===== src/verilog/spd_pkg.sv =====
// Purpose: shared constants and carrier types for the serial diagnostic port
// Assumes: core clock of 125 MHz
// Notes:   offsets, field positions and the filter count live here; the start-up cycle count is a parameter of spd_diag_port
package spd_pkg;

  // core clock rate
  localparam int CLK_MHZ             = 125;

  // frame layout
  localparam int FRAME_BITS          = 16;
  localparam int FRAME_RW_BIT        = 15;
  localparam int FRAME_ADDR_MSB      = 14;
  localparam int FRAME_ADDR_LSB      = 8;
  localparam int FRAME_DATA_MSB      = 7;
  localparam logic [3:0] BIT_MOD_ZERO = 4'h0;

  // register addresses
  localparam logic [6:0] ADDR_JUNCTION_TEMP = 7'h46;
  localparam logic [6:0] ADDR_FAULT_FLAGS   = 7'h5f;

  // fault status byte positions
  localparam int FLAG_OUT_ONE        = 7;
  localparam int FLAG_OUT_TWO        = 6;
  localparam int FLAG_GATE_GOOD      = 5;
  localparam int FLAG_OVERTEMP       = 4;
  localparam int FLAG_SUPPLY_LOW     = 3;
  localparam int FLAG_SUPPLY_HIGH    = 2;
  localparam int FLAG_SERIAL_ERR     = 1;
  localparam int FLAG_GATE_OVERLOAD  = 0;

  // temperature codes
  localparam logic [7:0] TEMP_CODE_MIN   = 8'h18;
  localparam logic [7:0] TEMP_CODE_LIMIT = 8'h82;

  // output regulation filter time
  localparam int FILTER_TIME_US      = 10;
  localparam int FILTER_CYCLES       = FILTER_TIME_US * CLK_MHZ;
  localparam int FILTER_CNT_W        = 12;

  // gate supply start-up error time
  localparam int STARTUP_ERR_TIME_US = 1000;
  localparam int STARTUP_CNT_W       = 20;

  // reset values
  localparam logic [7:0]  BYTE_ZERO  = 8'h00;
  localparam logic [15:0] WORD_ZERO  = 16'h0000;

  // one serial frame
  typedef struct packed {
    logic       rw;
    logic [6:0] addr;
    logic [7:0] data;
  } spd_frame_type;

  // sticky fault flags
  typedef struct packed {
    logic overtemp;
    logic supply_low;
    logic supply_high;
    logic serial_err;
    logic gate_overload;
  } spd_faults_type;

endpackage


===== src/verilog/spd_window_filter.sv =====
// Purpose: debounce of one regulation window comparator
// Assumes: window input is on the core clock
// Notes:   flag follows the input only after it held the opposite level long enough; hold clear drops it at once
`timescale 1ns/1ps
module spd_window_filter
  import spd_pkg::*;
(
  // clock and reset
  input  wire logic clk_i,
  input  wire logic reset_n_i,
  // window input and filtered flag
  input  wire logic in_window_i,
  input  wire logic hold_clear_i,
  output logic      regulated_o
);

  typedef struct packed {
    logic [FILTER_CNT_W-1:0] cnt;  // cycles of disagreement
    logic                    flag; // filtered level
  } spd_filter_type;

  spd_filter_type st;      // registered state
  spd_filter_type next_st; // next state

  // count while input disagrees with flag
  always_comb begin
    next_st = st;
    if (hold_clear_i) begin
      next_st.cnt  = '0;
      next_st.flag = 1'b0;
    end else if (in_window_i == st.flag) begin
      // agreement restarts the filter
      next_st.cnt = '0;
    end else if (st.cnt == FILTER_CNT_W'(FILTER_CYCLES)) begin
      next_st.flag = in_window_i;
      next_st.cnt  = '0;
    end else begin
      next_st.cnt = st.cnt + 1'b1;
    end
  end

  // state register
  always_ff @(posedge clk_i) begin
    if (!reset_n_i) begin
      st <= '0;
    end else begin
      st <= next_st;
    end
  end

  assign regulated_o = st.flag;

endmodule


===== src/verilog/spd_diag_port.sv =====
// Purpose: serial slave port with fault status and temperature readout
// Assumes: monitor inputs come from logic on clk_i; serial pins are asynchronous
// Notes:   serial pins pass two flops before use; edges found on the core clock
//
// Contract
// - temperature code readable at 0x46
// - fault status byte at 0x5F
// - write or off entry clears faults
// - fail silent persists after flag clear
// - overtemp sets flag and fail silent
// - late gate supply sets overload, fail
// - gate good lost after start-up fails
// - regulated set after filter time inside
// - regulated cleared after filter time outside
// - chip select low active, output floats
// - sample falling, change rising edge
// - frame: rw, address, data byte
// - reply: status, then previous result
// - first command after off returns zero
// - accept any multiple of 16 clocks
// - bad length discards write, flags error
// - reads ignore data, change nothing
// - invalid commands flagged and discarded
// - reserved or read-only access is error
// - after error modify nothing, zero data
// - fail silent stops gate drive
`timescale 1ns/1ps
module spd_diag_port
  import spd_pkg::*;
#(
  parameter int STARTUP_CYCLES = STARTUP_ERR_TIME_US * CLK_MHZ
)(
  // clock and reset
  input  wire logic       clk_i,
  input  wire logic       reset_n_i,
  // serial pins
  input  wire logic       sclk_i,
  input  wire logic       chip_select_n_i,
  input  wire logic       sdi_i,
  output logic            sdo_o,
  output logic            sdo_oe_o,
  // monitors
  input  wire logic       off_mode_i,
  input  wire logic [7:0] junction_temp_i,
  input  wire logic       supply_low_i,
  input  wire logic       supply_high_i,
  input  wire logic       gate_supply_window_i,
  input  wire logic [1:0] out_window_i,
  // status
  output logic            fail_silent_o,
  output logic            gate_drive_enable_o,
  output logic [7:0]      status_o
);

  typedef struct packed {
    logic [2:0]               cs_s;        // chip select sync chain
    logic [2:0]               sclk_s;      // serial clock sync chain
    logic [1:0]               sdi_s;       // data in sync chain
    logic [15:0]              rx;          // received bits
    logic [15:0]              tx;          // outgoing bits
    logic [3:0]               bit_mod;     // clocks modulo frame
    logic                     any_bit;     // at least one clock seen
    logic [7:0]               resp;        // result of last command
    spd_faults_type           faults;      // sticky faults
    logic                     gate_good;   // gate supply good
    logic                     fail_silent; // latched fail silent
    logic                     first_cmd;   // next frame replies zero
    logic                     started;     // start-up window over
    logic [STARTUP_CNT_W-1:0] start_cnt;   // start-up timer
    logic                     off_d;       // delayed off mode
  } spd_state_type;

  spd_state_type st;      // registered state
  spd_state_type next_st; // next state

  logic [1:0]    out_ok;      // filtered regulation flags
  logic [7:0]    status;      // live fault status byte
  logic [7:0]    cleared;     // status after a clearing write
  spd_frame_type frame;       // decoded last frame
  logic          cs_fall;     // frame start
  logic          cs_rise;     // frame end
  logic          sclk_rise;   // serial clock rising
  logic          sclk_fall;   // serial clock falling
  logic          len_ok;      // whole frames only
  logic          cmd_err;     // command rejected
  logic          wr_clr;      // valid write to status
  logic          rd_ok;       // valid read
  logic [7:0]    rd_data;     // read result
  logic          off_enter;   // off mode entered
  logic          overtemp_ev; // temperature limit reached

  // regulation filters, one per output
  genvar gi;
  generate
    for (gi = 0; gi < 2; gi++) begin : g_filter
      spd_window_filter u_filter (
        .clk_i        (clk_i),
        .reset_n_i    (reset_n_i),
        .in_window_i  (out_window_i[gi]),
        .hold_clear_i (off_mode_i),
        .regulated_o  (out_ok[gi])
      );
    end
  endgenerate

  // edge detection on synchronised pins
  assign cs_fall   = st.cs_s[2] & ~st.cs_s[1];
  assign cs_rise   = ~st.cs_s[2] & st.cs_s[1];
  assign sclk_rise = ~st.sclk_s[2] & st.sclk_s[1] & ~st.cs_s[2];
  assign sclk_fall = st.sclk_s[2] & ~st.sclk_s[1] & ~st.cs_s[2];
  assign off_enter = off_mode_i & ~st.off_d;
  assign frame     = st.rx;
  assign len_ok    = st.any_bit & (st.bit_mod == BIT_MOD_ZERO);
  assign overtemp_ev = ~off_mode_i & (junction_temp_i >= TEMP_CODE_LIMIT);

  // live status byte
  always_comb begin
    status                     = BYTE_ZERO;
    status[FLAG_OUT_ONE]       = out_ok[0];
    status[FLAG_OUT_TWO]       = out_ok[1];
    status[FLAG_GATE_GOOD]     = st.gate_good;
    status[FLAG_OVERTEMP]      = st.faults.overtemp;
    status[FLAG_SUPPLY_LOW]    = st.faults.supply_low;
    status[FLAG_SUPPLY_HIGH]   = st.faults.supply_high;
    status[FLAG_SERIAL_ERR]    = st.faults.serial_err;
    status[FLAG_GATE_OVERLOAD] = st.faults.gate_overload;
    // sticky bits drop, live bits stay
    cleared                    = BYTE_ZERO;
    cleared[FLAG_OUT_ONE]      = out_ok[0];
    cleared[FLAG_OUT_TWO]      = out_ok[1];
    cleared[FLAG_GATE_GOOD]    = st.gate_good;
  end

  // command decode at frame end
  always_comb begin
    rd_data = BYTE_ZERO;
    rd_ok   = 1'b0;
    wr_clr  = 1'b0;
    cmd_err = 1'b0;
    if (cs_rise) begin
      if (!len_ok) begin
        cmd_err = 1'b1;
      end else if (frame.rw) begin
        if (frame.addr == ADDR_JUNCTION_TEMP) begin
          rd_ok   = 1'b1;
          rd_data = junction_temp_i;
        end else if (frame.addr == ADDR_FAULT_FLAGS) begin
          rd_ok   = 1'b1;
          rd_data = status;
        end else begin
          cmd_err = 1'b1;
        end
      end else if (frame.addr == ADDR_FAULT_FLAGS) begin
        // any data value clears
        wr_clr = 1'b1;
      end else begin
        cmd_err = 1'b1;
      end
    end
  end

  // next state
  always_comb begin
    next_st = st;
    // synchronisers, first stage only feeds the second
    next_st.cs_s   = {st.cs_s[1], st.cs_s[0], chip_select_n_i};
    next_st.sclk_s = {st.sclk_s[1], st.sclk_s[0], sclk_i};
    next_st.sdi_s  = {st.sdi_s[0], sdi_i};
    next_st.off_d  = off_mode_i;

    // frame start loads reply
    if (cs_fall) begin
      next_st.bit_mod = BIT_MOD_ZERO;
      next_st.any_bit = 1'b0;
      if (st.first_cmd) begin
        next_st.tx        = WORD_ZERO;
        next_st.first_cmd = 1'b0;
      end else begin
        next_st.tx = {status, st.resp};
      end
    end
    if (sclk_fall) begin
      next_st.rx      = {st.rx[FRAME_BITS-2:0], st.sdi_s[1]};
      next_st.bit_mod = st.bit_mod + 1'b1;
      next_st.any_bit = 1'b1;
    end
    // bit 15 stays for first clock
    if (sclk_rise && st.any_bit) begin
      next_st.tx = {st.tx[FRAME_BITS-2:0], st.rx[0]};
    end

    // command result
    if (rd_ok) begin
      next_st.resp = rd_data;
    end else if (wr_clr) begin
      next_st.resp = cleared;
    end else if (cmd_err) begin
      next_st.resp = BYTE_ZERO;
    end

    if (wr_clr) begin
      next_st.faults = '0;
    end

    // gate supply supervision
    if (!st.started) begin
      next_st.start_cnt = st.start_cnt + 1'b1;
      if (gate_supply_window_i) begin
        next_st.started   = 1'b1;
        next_st.gate_good = 1'b1;
      end else if (st.start_cnt == STARTUP_CNT_W'(STARTUP_CYCLES - 1)) begin
        next_st.started              = 1'b1;
        next_st.faults.gate_overload = 1'b1;
        next_st.fail_silent          = 1'b1;
      end
    end else if (!gate_supply_window_i && st.gate_good) begin
      next_st.gate_good   = 1'b0;
      next_st.fail_silent = 1'b1;
    end

    // hardware sets win over clears
    if (overtemp_ev) begin
      next_st.faults.overtemp = 1'b1;
      next_st.fail_silent     = 1'b1;
    end
    if (supply_low_i && !off_mode_i) begin
      next_st.faults.supply_low = 1'b1;
      next_st.fail_silent       = 1'b1;
    end
    if (supply_high_i && !off_mode_i) begin
      next_st.faults.supply_high = 1'b1;
      next_st.fail_silent        = 1'b1;
    end
    if (cmd_err) begin
      next_st.faults.serial_err = 1'b1;
    end

    // off mode restarts supervision
    if (off_mode_i) begin
      next_st.started     = 1'b0;
      next_st.start_cnt   = '0;
      next_st.gate_good   = 1'b0;
      next_st.fail_silent = 1'b0;
      next_st.first_cmd   = 1'b1;
      next_st.resp        = BYTE_ZERO;
    end
    if (off_enter) begin
      next_st.faults = '0;
    end
  end

  // state register
  always_ff @(posedge clk_i) begin
    if (!reset_n_i) begin
      st           <= '0;
      st.cs_s      <= 3'h7;
      st.first_cmd <= 1'b1;
    end else begin
      st <= next_st;
    end
  end

  // output drive
  // float while deselected
  assign sdo_oe_o = ~st.cs_s[2];
  assign sdo_o    = st.tx[FRAME_RW_BIT];
  assign status_o = status;
  assign fail_silent_o = st.fail_silent;
  assign gate_drive_enable_o = st.gate_good & ~st.fail_silent & ~off_mode_i;

  // checks
  chk_sdo_float: assert property (
    @(posedge clk_i) disable iff (!reset_n_i)
    sdo_oe_o == !$past(chip_select_n_i, 3))
    else $error("serial output enable not following chip select");

  chk_fail_sticky: assert property (
    @(posedge clk_i) disable iff (!reset_n_i)
    (fail_silent_o && !off_mode_i) |=> fail_silent_o)
    else $error("fail silent left without off mode");

  chk_overtemp_set: assert property (
    @(posedge clk_i) disable iff (!reset_n_i)
    overtemp_ev |=> (status_o[FLAG_OVERTEMP] && fail_silent_o))
    else $error("overtemp not flagged");

  chk_write_clear: assert property (
    @(posedge clk_i) disable iff (!reset_n_i)
    (wr_clr && !supply_low_i && !supply_high_i) |=>
      !status_o[FLAG_SUPPLY_LOW] && !status_o[FLAG_SUPPLY_HIGH])
    else $error("status write did not clear supply flags");

  chk_bad_length: assert property (
    @(posedge clk_i) disable iff (!reset_n_i)
    (cs_rise && !len_ok && !off_mode_i) |=>
      status_o[FLAG_SERIAL_ERR] && (st.resp == BYTE_ZERO))
    else $error("bad frame length not flagged");

  chk_first_zero: assert property (
    @(posedge clk_i) disable iff (!reset_n_i)
    (cs_fall && st.first_cmd) |=> (st.tx == WORD_ZERO))
    else $error("first reply after off not zero");

  chk_read_result: assert property (
    @(posedge clk_i) disable iff (!reset_n_i)
    (rd_ok && !off_mode_i) |=> (st.resp == $past(rd_data)))
    else $error("read result not kept");

  chk_gate_stop: assert property (
    @(posedge clk_i) disable iff (!reset_n_i)
    fail_silent_o |-> !gate_drive_enable_o)
    else $error("gate drive while fail silent");

  chk_gate_lost: assert property (
    @(posedge clk_i) disable iff (!reset_n_i)
    (st.started && st.gate_good && !gate_supply_window_i && !off_mode_i) |=>
      (!status_o[FLAG_GATE_GOOD] && fail_silent_o))
    else $error("gate supply loss not handled");

endmodule


===== config.mk =====
export PLATFORM = sky130hd
export DESIGN_NAME = spd_diag_port
export DESIGN_NICKNAME = d
export VERILOG_FILES = /design/src/verilog/spd_pkg.sv /design/src/verilog/spd_window_filter.sv /design/src/verilog/spd_diag_port.sv
export SDC_FILE = /design/constraint.sdc
export NUM_CORES = 1
export LEC_CHECK = 0
export BUFFER_PORTS_ARGS = -buffer_cell sky130_fd_sc_hd__buf_2
export CORE_MARGIN = 8
export CORE_UTILIZATION = 30
export CTS_BUF_LIST = sky130_fd_sc_hd__clkbuf_8
export DETAILED_ROUTE_END_ITERATION = 8
export REMOVE_ABC_BUFFERS = 1
export SYNTH_ARGS = -nofsm -noshare
export SYNTH_HDL_FRONTEND = slang
export SYNTH_SLANG_ARGS = --single-unit

===== constraint.sdc =====
create_clock -name clk_i -period 3.2 [get_ports clk_i]
set_input_delay 0.16 -clock clk_i [delete_from_list [all_inputs] [get_ports clk_i]]
set_output_delay 0.16 -clock clk_i [all_outputs]
set_load 0.05 [all_outputs]

[Yosys cells after proc, flatten, opt, wreduce, memory -nomap -nowiden]
Index checks and enable logic that the tools add are counted.
Operators by class
  $add $sub $neg: 4
  magnitude comparators: 1
  eq/ne operators: 10
  muxes and demuxes: 44
  bitwise logic cells: 21
  reductions and logical operators: 24
Operators with widths (count)
  two-way mux 8 bit: 8
  two-way mux 21 bit: 2
  two-way mux 16 bit: 2
  two-way mux 1 bit: 28
  adder 12 x 1 -> 12 bit (second input constant): 2
  == test 12 x 11 -> 1 bit (second input constant): 2
  adder 20 x 1 -> 20 bit (second input constant): 1
  == test 20 x 17 -> 1 bit (second input constant): 1
  == test 7 bit (second input constant): 2
  nonzero test 2 bit: 7
  bitwise AND 1 bit: 11
  two-way mux 5 bit: 2
  != test 5 x 1 -> 1 bit (second input constant): 2
  NOT 1 bit: 10
  greater-or-equal comparator 8 bit (second input constant): 1
  OR reduction 4 bit: 2
  AND reduction 2 bit: 3
  nonzero test 5 bit: 1
  adder 4 x 1 -> 4 bit (second input constant): 1
  logical AND 1 bit: 4
  logical NOT 4 bit: 1
  two-way mux 2 bit: 2
  OR reduction 2 bit: 2
  AND reduction 3 bit: 1
  other kinds (4): 6
Word-level totals
  bits in registers: 109
  input port bits: 19
  output and inout port bits: 12
  word-level logic and storage cells: 127

[Longest topological paths before layout]
Gate-level depths: netlist of run 1.
  word-level depth: 9
  depth in mapped cells: 7
  depth with buffers taken out: 6

[By module]
A second synthesis of run 1 with hierarchy kept.
Unflattened totals
  cell total of the unflattened synthesis: 556
  area total of the unflattened synthesis: 4868.4 um2
Modules (own cells, without submodules)
  spd_diag_port: times used 1, cells an instance 412, area each 3572.2 um2, seq. area each 1661.6 um2
  spd_window_filter: times used 2, cells an instance 72, area each 648.1 um2, seq. area each 260.2 um2

[Worst setup path after synthesis of run 1]
No wires, ideal clock.
  path kind: register to output
  start point: reg st (netlist bit fail_silent_o)
  end point: out gate_drive_enable_o
  data arrival time: 1.705 ns
  required time: 3.040 ns
  slack: 1.335 ns
  stages on the path, launching flop included: 2
  buffers on the path: 0
  cells stage by stage: dfxtp_1 nor3b_1
On the way
  word-level cells in the longest chain between the ends: 3
RTL lines
  from (decl): line spd_diag_port.sv:73  | spd_state_type st;
  from (signal assigned): line spd_diag_port.sv:259  | st <= next_st;
  NOT 1 bit: line spd_diag_port.sv:269  | assign gate_drive_enable_o = st.gate_good & ~st.fail_silent & ~off_mode_i;
  bitwise AND 1 bit (2 in series): line spd_diag_port.sv:269
  to (decl): line spd_diag_port.sv:51  | output logic gate_drive_enable_o,
Every way passes these cells.

[Worst setup path in the final report of run 1]
  start point: reg st[82] (netlist name)
  end point: reg st[50] (netlist name)
On the way
  word-level cells in the longest chain between the ends: 4
  elaborated cells between the ends (all ways): 6
  classes of those cells: 1 x mux; 3 x bitwise; 2 x reduce/logical
RTL lines
  NOT 1 bit: line spd_diag_port.sv:109  | assign sclk_rise = ~st.sclk_s[2] & st.sclk_s[1] & ~st.cs_s[2];
  bitwise AND 1 bit: line spd_diag_port.sv:109
  logical AND 1 bit: line spd_diag_port.sv:188  | if (sclk_rise && st.any_bit) begin
  two-way mux 16 bit or nonzero test 2 bit (tied branches)
Parallel ways exist; a longest one is shown, timed or not.
A chain may end at the register's enable or synchronous reset.

==> out/qor.csv, run 1 <==
metric,value,unit
tightest_slew,1.13,ns
async_reset_ff_share,0,%
powerDensity,440,nW/um^2
postPlaceCellArea,5050,sq um
wl,9990,um
fin_crit,2.13,ns
worstPathArrival,2.41,ns
yosys.area.top_type_share,46.0,%
syn_to_final_growth,11.4,%
clk_latency,0.37,ns
grt_pass1_vias,3441,
cp-end-kind,flip-flop,
vias,3767,
critPathRequiredTime,3.48,ns
cts_buffers,9,
utilization,33.7,%
worst_slack,1.07,ns
start_util,30.3,%
synth-edff-count,0,
stdcell_area,5280,sq um
tritoncts,yes,
yosys.area.top_type,dfxtp_1,
start_kind,flip-flop,
dr.pass1.iters,4,
relSlewSlack,24.7,%
skew,0.00891,ns
place.gp.congestion,0.795,
fmax,469,MHz
rows,46,
post_cts_resized,0,
peakVddDrop,0.170,mV
drc,0,
drive_above_1_share,10.5,%
die_area,20100,sq um
synthXorXnorAreaFrac,6.47,%
clk_pin_slew,0.10,ns
cap_violations,0,
post-cts-setup-buffers,0,
hold_viol_final,0,
n_antenna_cell,0,
drtAntennaViolNets,0,
place_ws,1.09,ns
synth.area.mux_share,0.633,%
grt_max_degree,37,
synth_area_leaders,"dfxtp_1, nor2_1, a21oi_1",
wl_per_cell,12.7,um
port_buffers,30,
timing.final.crit_share,66.6,%
grt_pass1_wl,16700,um
yosysSeqAreaShare,46.0,%
clockRootBuffer,clkbuf_8,
antenna_found_initial,0,
synth_top_family_by_area,simple AND/OR/NAND/NOR gates,
synthDistinctLibCells,50,
htreeDepth,3,
slew_violations,0,
power.leakage,0.00190,uW
status,"complete, no violations",
grt-ovfl-total,0,
cts_hold_buffers,3,
synth-main-ff-cell,dfxtp_1,
cts.path.max_buffers,2,
grt_use_total,10.1,%
nNetsFinal,590,
syn_inst,548,
cts_sinks,109,
yosysWarnings,0,
ios,31,
vias_per_cell,4.80,
setup_viol,0,
hpwl,7180,um
synth-simple-area-share,27.4,%
ys_ff_latch,109,
core,15700,sq um
drt_iter0_drc,213,
netlist_area,4740,sq um
hp-class,primary input to flip-flop,
synth_compound_area_share,13.2,%
rsz0062_at_grt,false,
hold_slack,0.0365,ns
worstSetupPathType,flip-flop to flip-flop,
fin_tns_setup,0,ns
postSynthAreaPerCell,8.65,sq um
die_y,142,um
fp.dieW,142,um
cp_max_fo,31,
synthAdderAreaFrac,1.85,%
[cell usage in the layout, fill, tap and decap left out, types with 3 or more instances in the layout]
cell,n
nand2b_1,5
buf_4,6
xor2_1,14
nor3_1,13
ha_1,7
buf_2,30
a31oi_1,6
o21ai_0,4
dlygate4sd3_1,3
nand2_1,57
a22oi_1,3
and2_1,5
mux2i_1,3
inv_1,13
a21oi_1,44
nor3b_1,17
clkbuf_8,10
nor2b_1,4
and3_1,7
a22o_1,15
nand3_1,25
nor4_1,4
nand4_1,11
nor2_1,78
a211oi_1,16
dfxtp_1,109
xnor2_1,21
a41o_1,4
[through the flow]
step,cells,power (uW)
5_1_grt,785,2420
2_1_floorplan,514,1470
3_3_place_gp,766,1510
6_report,785,2320
4_1_cts,785,2350
3_5_place_dp,766,1510
[path summary, 6_finish.rpt]
kind	slack (ns)	cells past startpoint	endpoint	start
max reg2reg	1.07	4	st[50]$_SDFFE_PN0P_	st[82]$_SDFF_PN1_
min reg2reg	0.43	1	next_st[82]$_SDFF_PN1_	next_st[81]$_SDFF_PN1_
min	0.04	2	status_o[3]$_SDFFE_PP0P_	supply_low_i
max	1.07	4	st[50]$_SDFFE_PN0P_	st[82]$_SDFF_PN1_
[flip-flops by register name (all words and copies together) (netlist names)]
| name | cells |
|---|---|
| st | 54 |
| next_st | 5 |
| g_filter.u_filter.st | 24 |
| status_o | 6 |
| g_filter.u_filter.regulated_o | 2 |
| frame | 16 |
| sdo_o | 1 |
| fail_silent_o | 1 |
[where the power goes]
| part | switching, uW | leakage [uW] | internal (uW) |
|---|---|---|---|
| logic | 67.7 | 0.000917 | 35.5 |
| registers | 14.1 | 0.000881 | 1370 |
| clock network | 454 | 0.000100 | 382 |
[layout make-up]
type                            instances  area, sq um
Multi-Input combinational cell        392         2350
Timing Repair Buffer                   39          225
Tap cell                              216          270
Clock buffer                           10          138
Sequential cell                       109         2180
Inverter                               13         48.8
Fill cell                            1627        10400
Clock inverter                          6         62.6
[per-layer routing]
layer	share of wire (%)	GRT usage (%)	vias up
li1	-	-	1939
met1	48	12.9	1772
met2	49	16.7	49
met3	2.6	2.08	7
met4	0.89	2.88	0
met5	0	0	-
[critical path: stages (launching register included)]
cell,delay [ns]
dfxtp_1,0.38
inv_1,0.11
nand4_1,0.87
buf_4,0.47
a211oi_1,0.22
[kinds of logic (layout without fill, tap and decap cells)]
family / Yosys count / after routing
DFF: 109 / 109
AOI/OAI and AO/OA: 96 / 96
xor gates and xnor gates: 35 / 35
muxes: 3 / 3
buffers and inverters: 47 / 68
adders and majority gates: 7 / 7
and+or+nand+nor: 251 / 251
[synthesized netlist by cell type, types with 2 or more instances]
| cell | count |
|---|---|
| or4_1 | 2 |
| nor3b_1 | 18 |
| nor2_1 | 78 |
| nand3_1 | 25 |
| buf_2 | 2 |
| a21oi_1 | 44 |
| nor3_1 | 13 |
| o21ai_0 | 4 |
| or3_1 | 2 |
| nand2b_1 | 5 |
| and2_1 | 5 |
| nand4_1 | 11 |
| a31oi_1 | 6 |
| a41o_1 | 4 |
| a22oi_1 | 3 |
| dfxtp_1 | 109 |
| nor4b_1 | 2 |
| xnor2_1 | 21 |
| nor4bb_1 | 2 |
| a22o_1 | 15 |
| inv_1 | 12 |
| o31ai_1 | 2 |
| xor2_1 | 14 |
| a211oi_1 | 16 |
| nor4_1 | 4 |
| and4b_1 | 2 |
| clkbuf_1 | 21 |
| nor2b_1 | 4 |
| mux2i_1 | 3 |
| nand4b_1 | 2 |
| nand2_1 | 57 |
| buf_4 | 8 |
| ha_1 | 7 |
| buf_1 | 3 |
| and3_1 | 7 |
(Power assumes the default switching activity.)
==> inputs of run 2 (changes only) <==
==> constraint.sdc (replaced) <==
create_clock -name clk_i -period 1.9 [get_ports clk_i]
set_input_delay 0.095 -clock clk_i [delete_from_list [all_inputs] [get_ports clk_i]]
set_output_delay 0.095 -clock clk_i [all_outputs]
set_load 0.05 [all_outputs]
==> out/qor.csv, run 2 (synthesis gave the netlist of run 1 again) <==
metric,value,unit,change
critPathBufInv,0,,-2
wl,10100,um,+0.72%
worstPathArrival,1.96,ns,-0.45 ns
nNetsFinal,600,,+1.7%
cp-end-kind,flip-flop,,
fin_crit,1.68,ns,-0.453 ns
slew_violations,0,,unchanged
grt_use_total,10.4,%,+0.39 points
p_sw,935,uW,+75%
clockRootBuffer,clkbuf_8,,
dr.pass1.iters,5,,+1
tritoncts,yes,,
drc,0,,unchanged
status,"complete, no violations",,
hold_viol_final,0,,unchanged
grt_pass1_vias,3742,,+8.7%
r2r_end,st[19]$_SDFFE_PP0N_,,
place.gp.congestion,0.777,,-2.2%
die_y,142,um,unchanged
top_register,st,,
drtAntennaViolNets,0,,unchanged
largest_reg_flops,54,,unchanged
hpwl,7150,um,-0.54%
swShare,24.1,%,+1.0 points
fmax,596,MHz,+27%
whs_path_depth,3,,+1
vias,3854,,+2.3%
ios,31,,unchanged
grt_max_degree,37,,unchanged
port_buffers,30,,unchanged
cap_violations,0,,unchanged
combPwrFrac,5.0,%,+0.6 points
cts_sinks,109,,unchanged
cts.path.max_buffers,2,,unchanged
powerDensity,720,nW/um^2,+64%
drive_above_1_share,10.9,%,+0.34 points
cp_max_fo,6,,-81%
clk_pin_slew,0.11,ns,about the same
crit_path_cell_trace,ha_1 -> nand2_1 -> nor4_4 -> a31oi_1 -> a41o_1,,
final_common_cell,dfxtp_1,,
internal_power,2940,uW,+65%
start_util,30.3,%,unchanged
rows,46,,unchanged
holdCritStartpoint,junction_temp_i[2],,
fin_tns_setup,0,ns,unchanged
htreeDepth,3,,unchanged
cts_buffers,9,,unchanged
reg2reg_slack,0.22,ns,-0.85 ns
clk_latency,0.38,ns,about the same
syn_to_final_growth,13.5,%,
n_antenna_cell,0,,unchanged
timing.final.crit_share,88.3,%,+22 points
postPlaceCellArea,5080,sq um,+0.55%
hp-class,primary input to flip-flop,,
drt_iter0_drc,209,,-1.9%
crit_family,simple AND/OR/NAND/NOR gates,,
p_seq_share,60.0,%,+0.5 points
hold_path_end,st[32]$_SDFFE_PP0P_,,
tightest_slew,0.592,ns,-0.534 ns
r2r-start,st[2]$_SDFFE_PP0N_,,
rsz0062_at_grt,false,,
core,15700,sq um,unchanged
antenna_found_initial,0,,unchanged
slowest_stage,dfxtp_1,,
vias_per_cell,4.85,,+1.0%
worstSetupPathType,flip-flop to flip-flop,,
critical_path.max_stage_delay,0.43,ns,-0.44 ns
wl_per_cell,12.7,um,-0.55%
fp.dieW,142,um,unchanged
die_area,20100,sq um,unchanged
grt_pass1_wl,17200,um,+3.4%
skew,0.0184,ns,+0.00947 ns
mostFrequentLayoutCells,"dfxtp_1, nor2_1, nand2_1",,
grt-ovfl-total,0,,unchanged
start_kind,flip-flop,,
setup_viol,0,,unchanged
post-cts-setup-buffers,0,,unchanged
power.leakage,0.00194,uW,+2.4%
fillers,1613,,-0.86%
stdcell_area,5380,sq um,+1.9%
clkPwrFrac,35.0,%,-1.0 points
relSlewSlack,60.3,%,+36 points
critPathRequiredTime,2.18,ns,-1.30 ns
peakVddDrop,0.342,mV,+100%
r2r_cells,5,,+1
-- run 2: changes by cell type in the layout (fill, tap and decap cells not counted), sizes merged --
cell / delta
buf: +2
bufinv: -1
clkbuf: +1
clkinv: +1
clkinvlp: -1
dlygate4sd3: +8
-- run 2: stage by stage --
step           instances  worst slack [ns]  total power [uW]  hold WS (ns)  util (%)
2_1_floorplan        514            -0.236              2480         0.168         -
3_3_place_gp         768             0.288              2550         0.293      32.4
3_5_place_dp         768             0.218              2560         0.293      32.4
4_1_cts              795             0.215              3950        0.0244      34.4
5_1_grt              795            0.0903              4060        0.0335      34.4
6_report             795             0.222              3880        0.0517      34.4
-- run 2: worst reg2reg max path, delay by kind of cell (launching register included) --
| kind | cells | cell delay, ns |
|---|---|---|
| flops | 1 | 0.43 |
| fa+ha+maj | 1 | 0.26 |
| compound gates | 2 | 0.36 |
| simple gates | 2 | 0.55 |
-- run 2: repair_timing --
| action | CTS | global route |
|---|---|---|
| gates resized for setup | 0 | 0 |
| endpoints found under the hold margin | 10 | 0 |
| hold buffers | 11 | 0 |
-- run 2: area by class of cell --
| class | instances | area, sq um | area share (%) |
|---|---|---|---|
| multi-input combinational | 392 | 2350 | 43.8 |
| sequential | 109 | 2180 | 40.5 |
| clock buffer | 11 | 151 | 2.81 |
| timing repair buffer | 49 | 333 | 6.18 |
| inverter | 13 | 48.8 | 0.907 |
| clock inverter | 5 | 41.3 | 0.767 |
| tap | 216 | 270 | 5.02 |
-- run 2: per-layer routing --
layer | track usage (%) | routed length [um] | vias up
met5 | 0 | 0 | -
met4 | 5.54 | 263 | 0
met3 | 2.45 | 422 | 17
met2 | 16.6 | 4620 | 67
met1 | 12.8 | 4760 | 1806
li1 | - | - | 1964
-- run 2: power groups by stage --
| stage | Sequential, uW | Clock [uW] | Combinational [uW] |
|---|---|---|---|
| 6_report | 2330 | 1360 | 194 |
| 5_1_grt | 2330 | 1510 | 211 |
| 4_1_cts | 2330 | 1430 | 194 |
| 3_3_place_gp | 2380 | 0 | 173 |
| 2_1_floorplan | 2400 | 0 | 80.0 |
| 3_5_place_dp | 2380 | 0 | 176 |
-- run 2: worst max-delay path by stage --
stage | start | endpoint | slack, ns | cells after the start
after floorplan | st[82]$_SDFF_PN1_ | st[41]$_SDFFE_PN0P_ | -0.24 | 4
after global placement | st[1]$_SDFFE_PP0N_ | st[19]$_SDFFE_PP0N_ | 0.29 | 5
after detailed placement | st[2]$_SDFFE_PP0N_ | st[17]$_SDFFE_PP0N_ | 0.22 | 5
after CTS | st[2]$_SDFFE_PP0N_ | st[17]$_SDFFE_PP0N_ | 0.22 | 5
after global routing | g_filter[1].u_filter.st[1]$_SDFF_PP0_ | g_filter[1].u_filter.st[2]$_SDFF_PP0_ | 0.09 | 6
final | st[2]$_SDFFE_PP0N_ | st[19]$_SDFFE_PP0N_ | 0.22 | 5
==> inputs of run 3 (changes only) <==
==> constraint.sdc (replaced) <==
create_clock -name clk_i -period 1.4 [get_ports clk_i]
set_input_delay 0.07 -clock clk_i [delete_from_list [all_inputs] [get_ports clk_i]]
set_output_delay 0.07 -clock clk_i [all_outputs]
set_load 0.05 [all_outputs]
==> out/qor.csv, run 3 (synthesis gave the netlist of run 1 again) <==
metric,value,unit,change
status,"complete, but fails checks",,
violations,setup timing,,
hold_viol_final,0,,unchanged
peakVddDrop,0.439,mV,+28%
die_y,142,um,unchanged
power.leakage,0.00235,uW,+21%
crit_family,simple AND/OR/NAND/NOR gates,,
wl,11500,um,+14%
start_kind,flip-flop,,
critPathBufInv,1,,+1
combPwrFrac,6.3,%,+1.3 points
n_antenna_cell,0,,unchanged
internal_power,3950,uW,+34%
drive_above_1_share,30.9,%,+20 points
vias_per_cell,4.80,,-1.1%
critical_path.max_stage_delay,0.37,ns,-0.06 ns
fin_crit,1.41,ns,-0.269 ns
hpwl,8040,um,+12%
antenna_found_initial,0,,unchanged
slew_violations,0,,unchanged
final_common_cell,dfxtp_1,,
dr.pass1.iters,4,,-1
relSlewSlack,62.1,%,+1.8 points
grt_use_total,11.3,%,+0.88 points
utilization,39.8,%,+5.5 points
port_buffers,30,,unchanged
clkPwrFrac,34.5,%,-0.5 points
top_register,st,,
tightest_slew,0.567,ns,-0.0252 ns
clk_latency,0.39,ns,about the same
skew,0.0167,ns,-0.00167 ns
place.gp.congestion,0.858,,+10%
stdcell_area,6240,sq um,+16%
powerDensity,853,nW/um^2,+18%
critPathRequiredTime,1.68,ns,-0.50 ns
fmax,710,MHz,+19%
worst_slack,-0.00886,ns,-0.231 ns
p_sw,1370,uW,+47%
drtAntennaViolNets,0,,unchanged
grt_pass1_wl,18700,um,+8.4%
cts.path.max_buffers,2,,unchanged
tritoncts,yes,,
cts_buffers,9,,unchanged
grt_pass1_vias,3855,,+3.0%
swShare,25.8,%,+1.7 points
fillers,1555,,-3.6%
postPlaceCellArea,5550,sq um,+9.2%
die_area,20100,sq um,unchanged
rsz0062_at_grt,true,,
hp-class,primary input to flip-flop,,
fin_tns_setup,-0.00886,ns,-0.00886 ns
worstPathArrival,1.69,ns,-0.27 ns
p_seq_share,59.2,%,-0.8 points
crit_path_cell_trace,nand4_4 -> buf_4 -> nor4_4 -> a31oi_1 -> a41o_1,,
largest_reg_flops,54,,unchanged
htreeDepth,3,,unchanged
start_util,30.3,%,unchanged
core,15700,sq um,unchanged
nNetsFinal,664,,+11%
place_inst,822,,+7.0%
cts_sinks,109,,unchanged
clk_pin_slew,0.11,ns,about the same
rows,46,,unchanged
wl_per_cell,13.4,um,+5.9%
drc,0,,unchanged
layout.cells.non_filler,859,,+8.1%
worstSetupPathType,flip-flop to flip-flop,,
mostFrequentLayoutCells,"dfxtp_1, nor2_1, buf_4",,
place_ws,-0.118,ns,-0.336 ns
grt-ovfl-total,0,,unchanged
grt_max_degree,37,,unchanged
fp.dieW,142,um,unchanged
clockRootBuffer,clkbuf_8,,
vias,4119,,+6.9%
setup_viol,1,,+1
cap_violations,0,,unchanged
cp-end-kind,flip-flop,,
timing.final.crit_share,101,%,+12 points
ios,31,,unchanged
cp_max_fo,4,,-2
drt_iter0_drc,193,,-7.7%
slowest_stage,dfxtp_2,,
syn_to_final_growth,31.6,%,
-- run 3: cell types whose count changed in the layout (fill, tap and decap cells not counted), sizes merged --
cell and delta:
buf +62, clkbuf +1, clkinv +1, clkinvlp +1, dlygate4sd3 -1
-- run 3: worst register-to-register path: cells and delay by family (launching register included) --
| kind | cells | cell delay (ns) |
|---|---|---|
| simple gates | 2 | 0.44 |
| flops | 1 | 0.37 |
| compound gates | 2 | 0.34 |
| buf+inv | 1 | 0.16 |
-- run 3: worst paths after layout --
check	endpoint	cells past startpoint	startpoint	slack, ns
worst max-delay path	st[19]$_SDFFE_PP0N_	5	st[10]$_SDFFE_PP0N_	-0.009
worst min-delay path	st[32]$_SDFFE_PP0P_	3	junction_temp_i[2]	0.03
worst max register to register	st[19]$_SDFFE_PP0N_	5	st[10]$_SDFFE_PP0N_	-0.009
worst min register to register	next_st[82]$_SDFF_PN1_	1	next_st[81]$_SDFF_PN1_	0.42
-- run 3: layout make-up --
class / instances / area (sq um) / area share, %
Clock buffer: 9 / 124 / 1.99
Clock inverter: 7 / 61.3 / 0.983
Tap cell: 216 / 270 / 4.33
Timing Repair Buffer: 113 / 915 / 14.7
Sequential cell: 109 / 2220 / 35.6
Inverter: 13 / 48.8 / 0.782
Multi-Input combinational cell: 392 / 2600 / 41.7
-- run 3: power groups by stage --
stage	sequential (uW)	clock (uW)	combinational [uW]
2_1_floorplan	3250	0	109
3_3_place_gp	3220	0	279
3_5_place_dp	3220	0	284
4_1_cts	3150	1900	311
5_1_grt	3160	2020	364
6_report	3150	1830	336
-- run 3: layer usage --
metal | vias to the layer above | GRT usage (%) | part of all wire [%] | wire length [um]
li1 | 2091 | - | - | -
met1 | 1959 | 14.3 | 48 | 5470
met2 | 56 | 18.5 | 48 | 5520
met3 | 13 | 2.25 | 2.8 | 320
met4 | 0 | 4.75 | 1.8 | 202
met5 | - | 0 | 0 | 0
-- run 3: metrics by stage --
stage	total power [uW]	hold slack (ns)
5_1_grt	5540	0.0174
3_5_place_dp	3510	0.270
2_1_floorplan	3360	0.143
3_3_place_gp	3500	0.265
6_report	5320	0.0300
4_1_cts	5360	0.0101
-- run 3: what timing repair did --
action | in CTS | in global routing
endpoints found under the hold margin | 12 | 0
gates cloned | 0 | 1
setup endpoints to repair | 38 | 66
gates resized for setup | 34 | 57
hold buffers | 10 | 0
pin swaps | 14 | 8
buffers inserted | 7 | 3
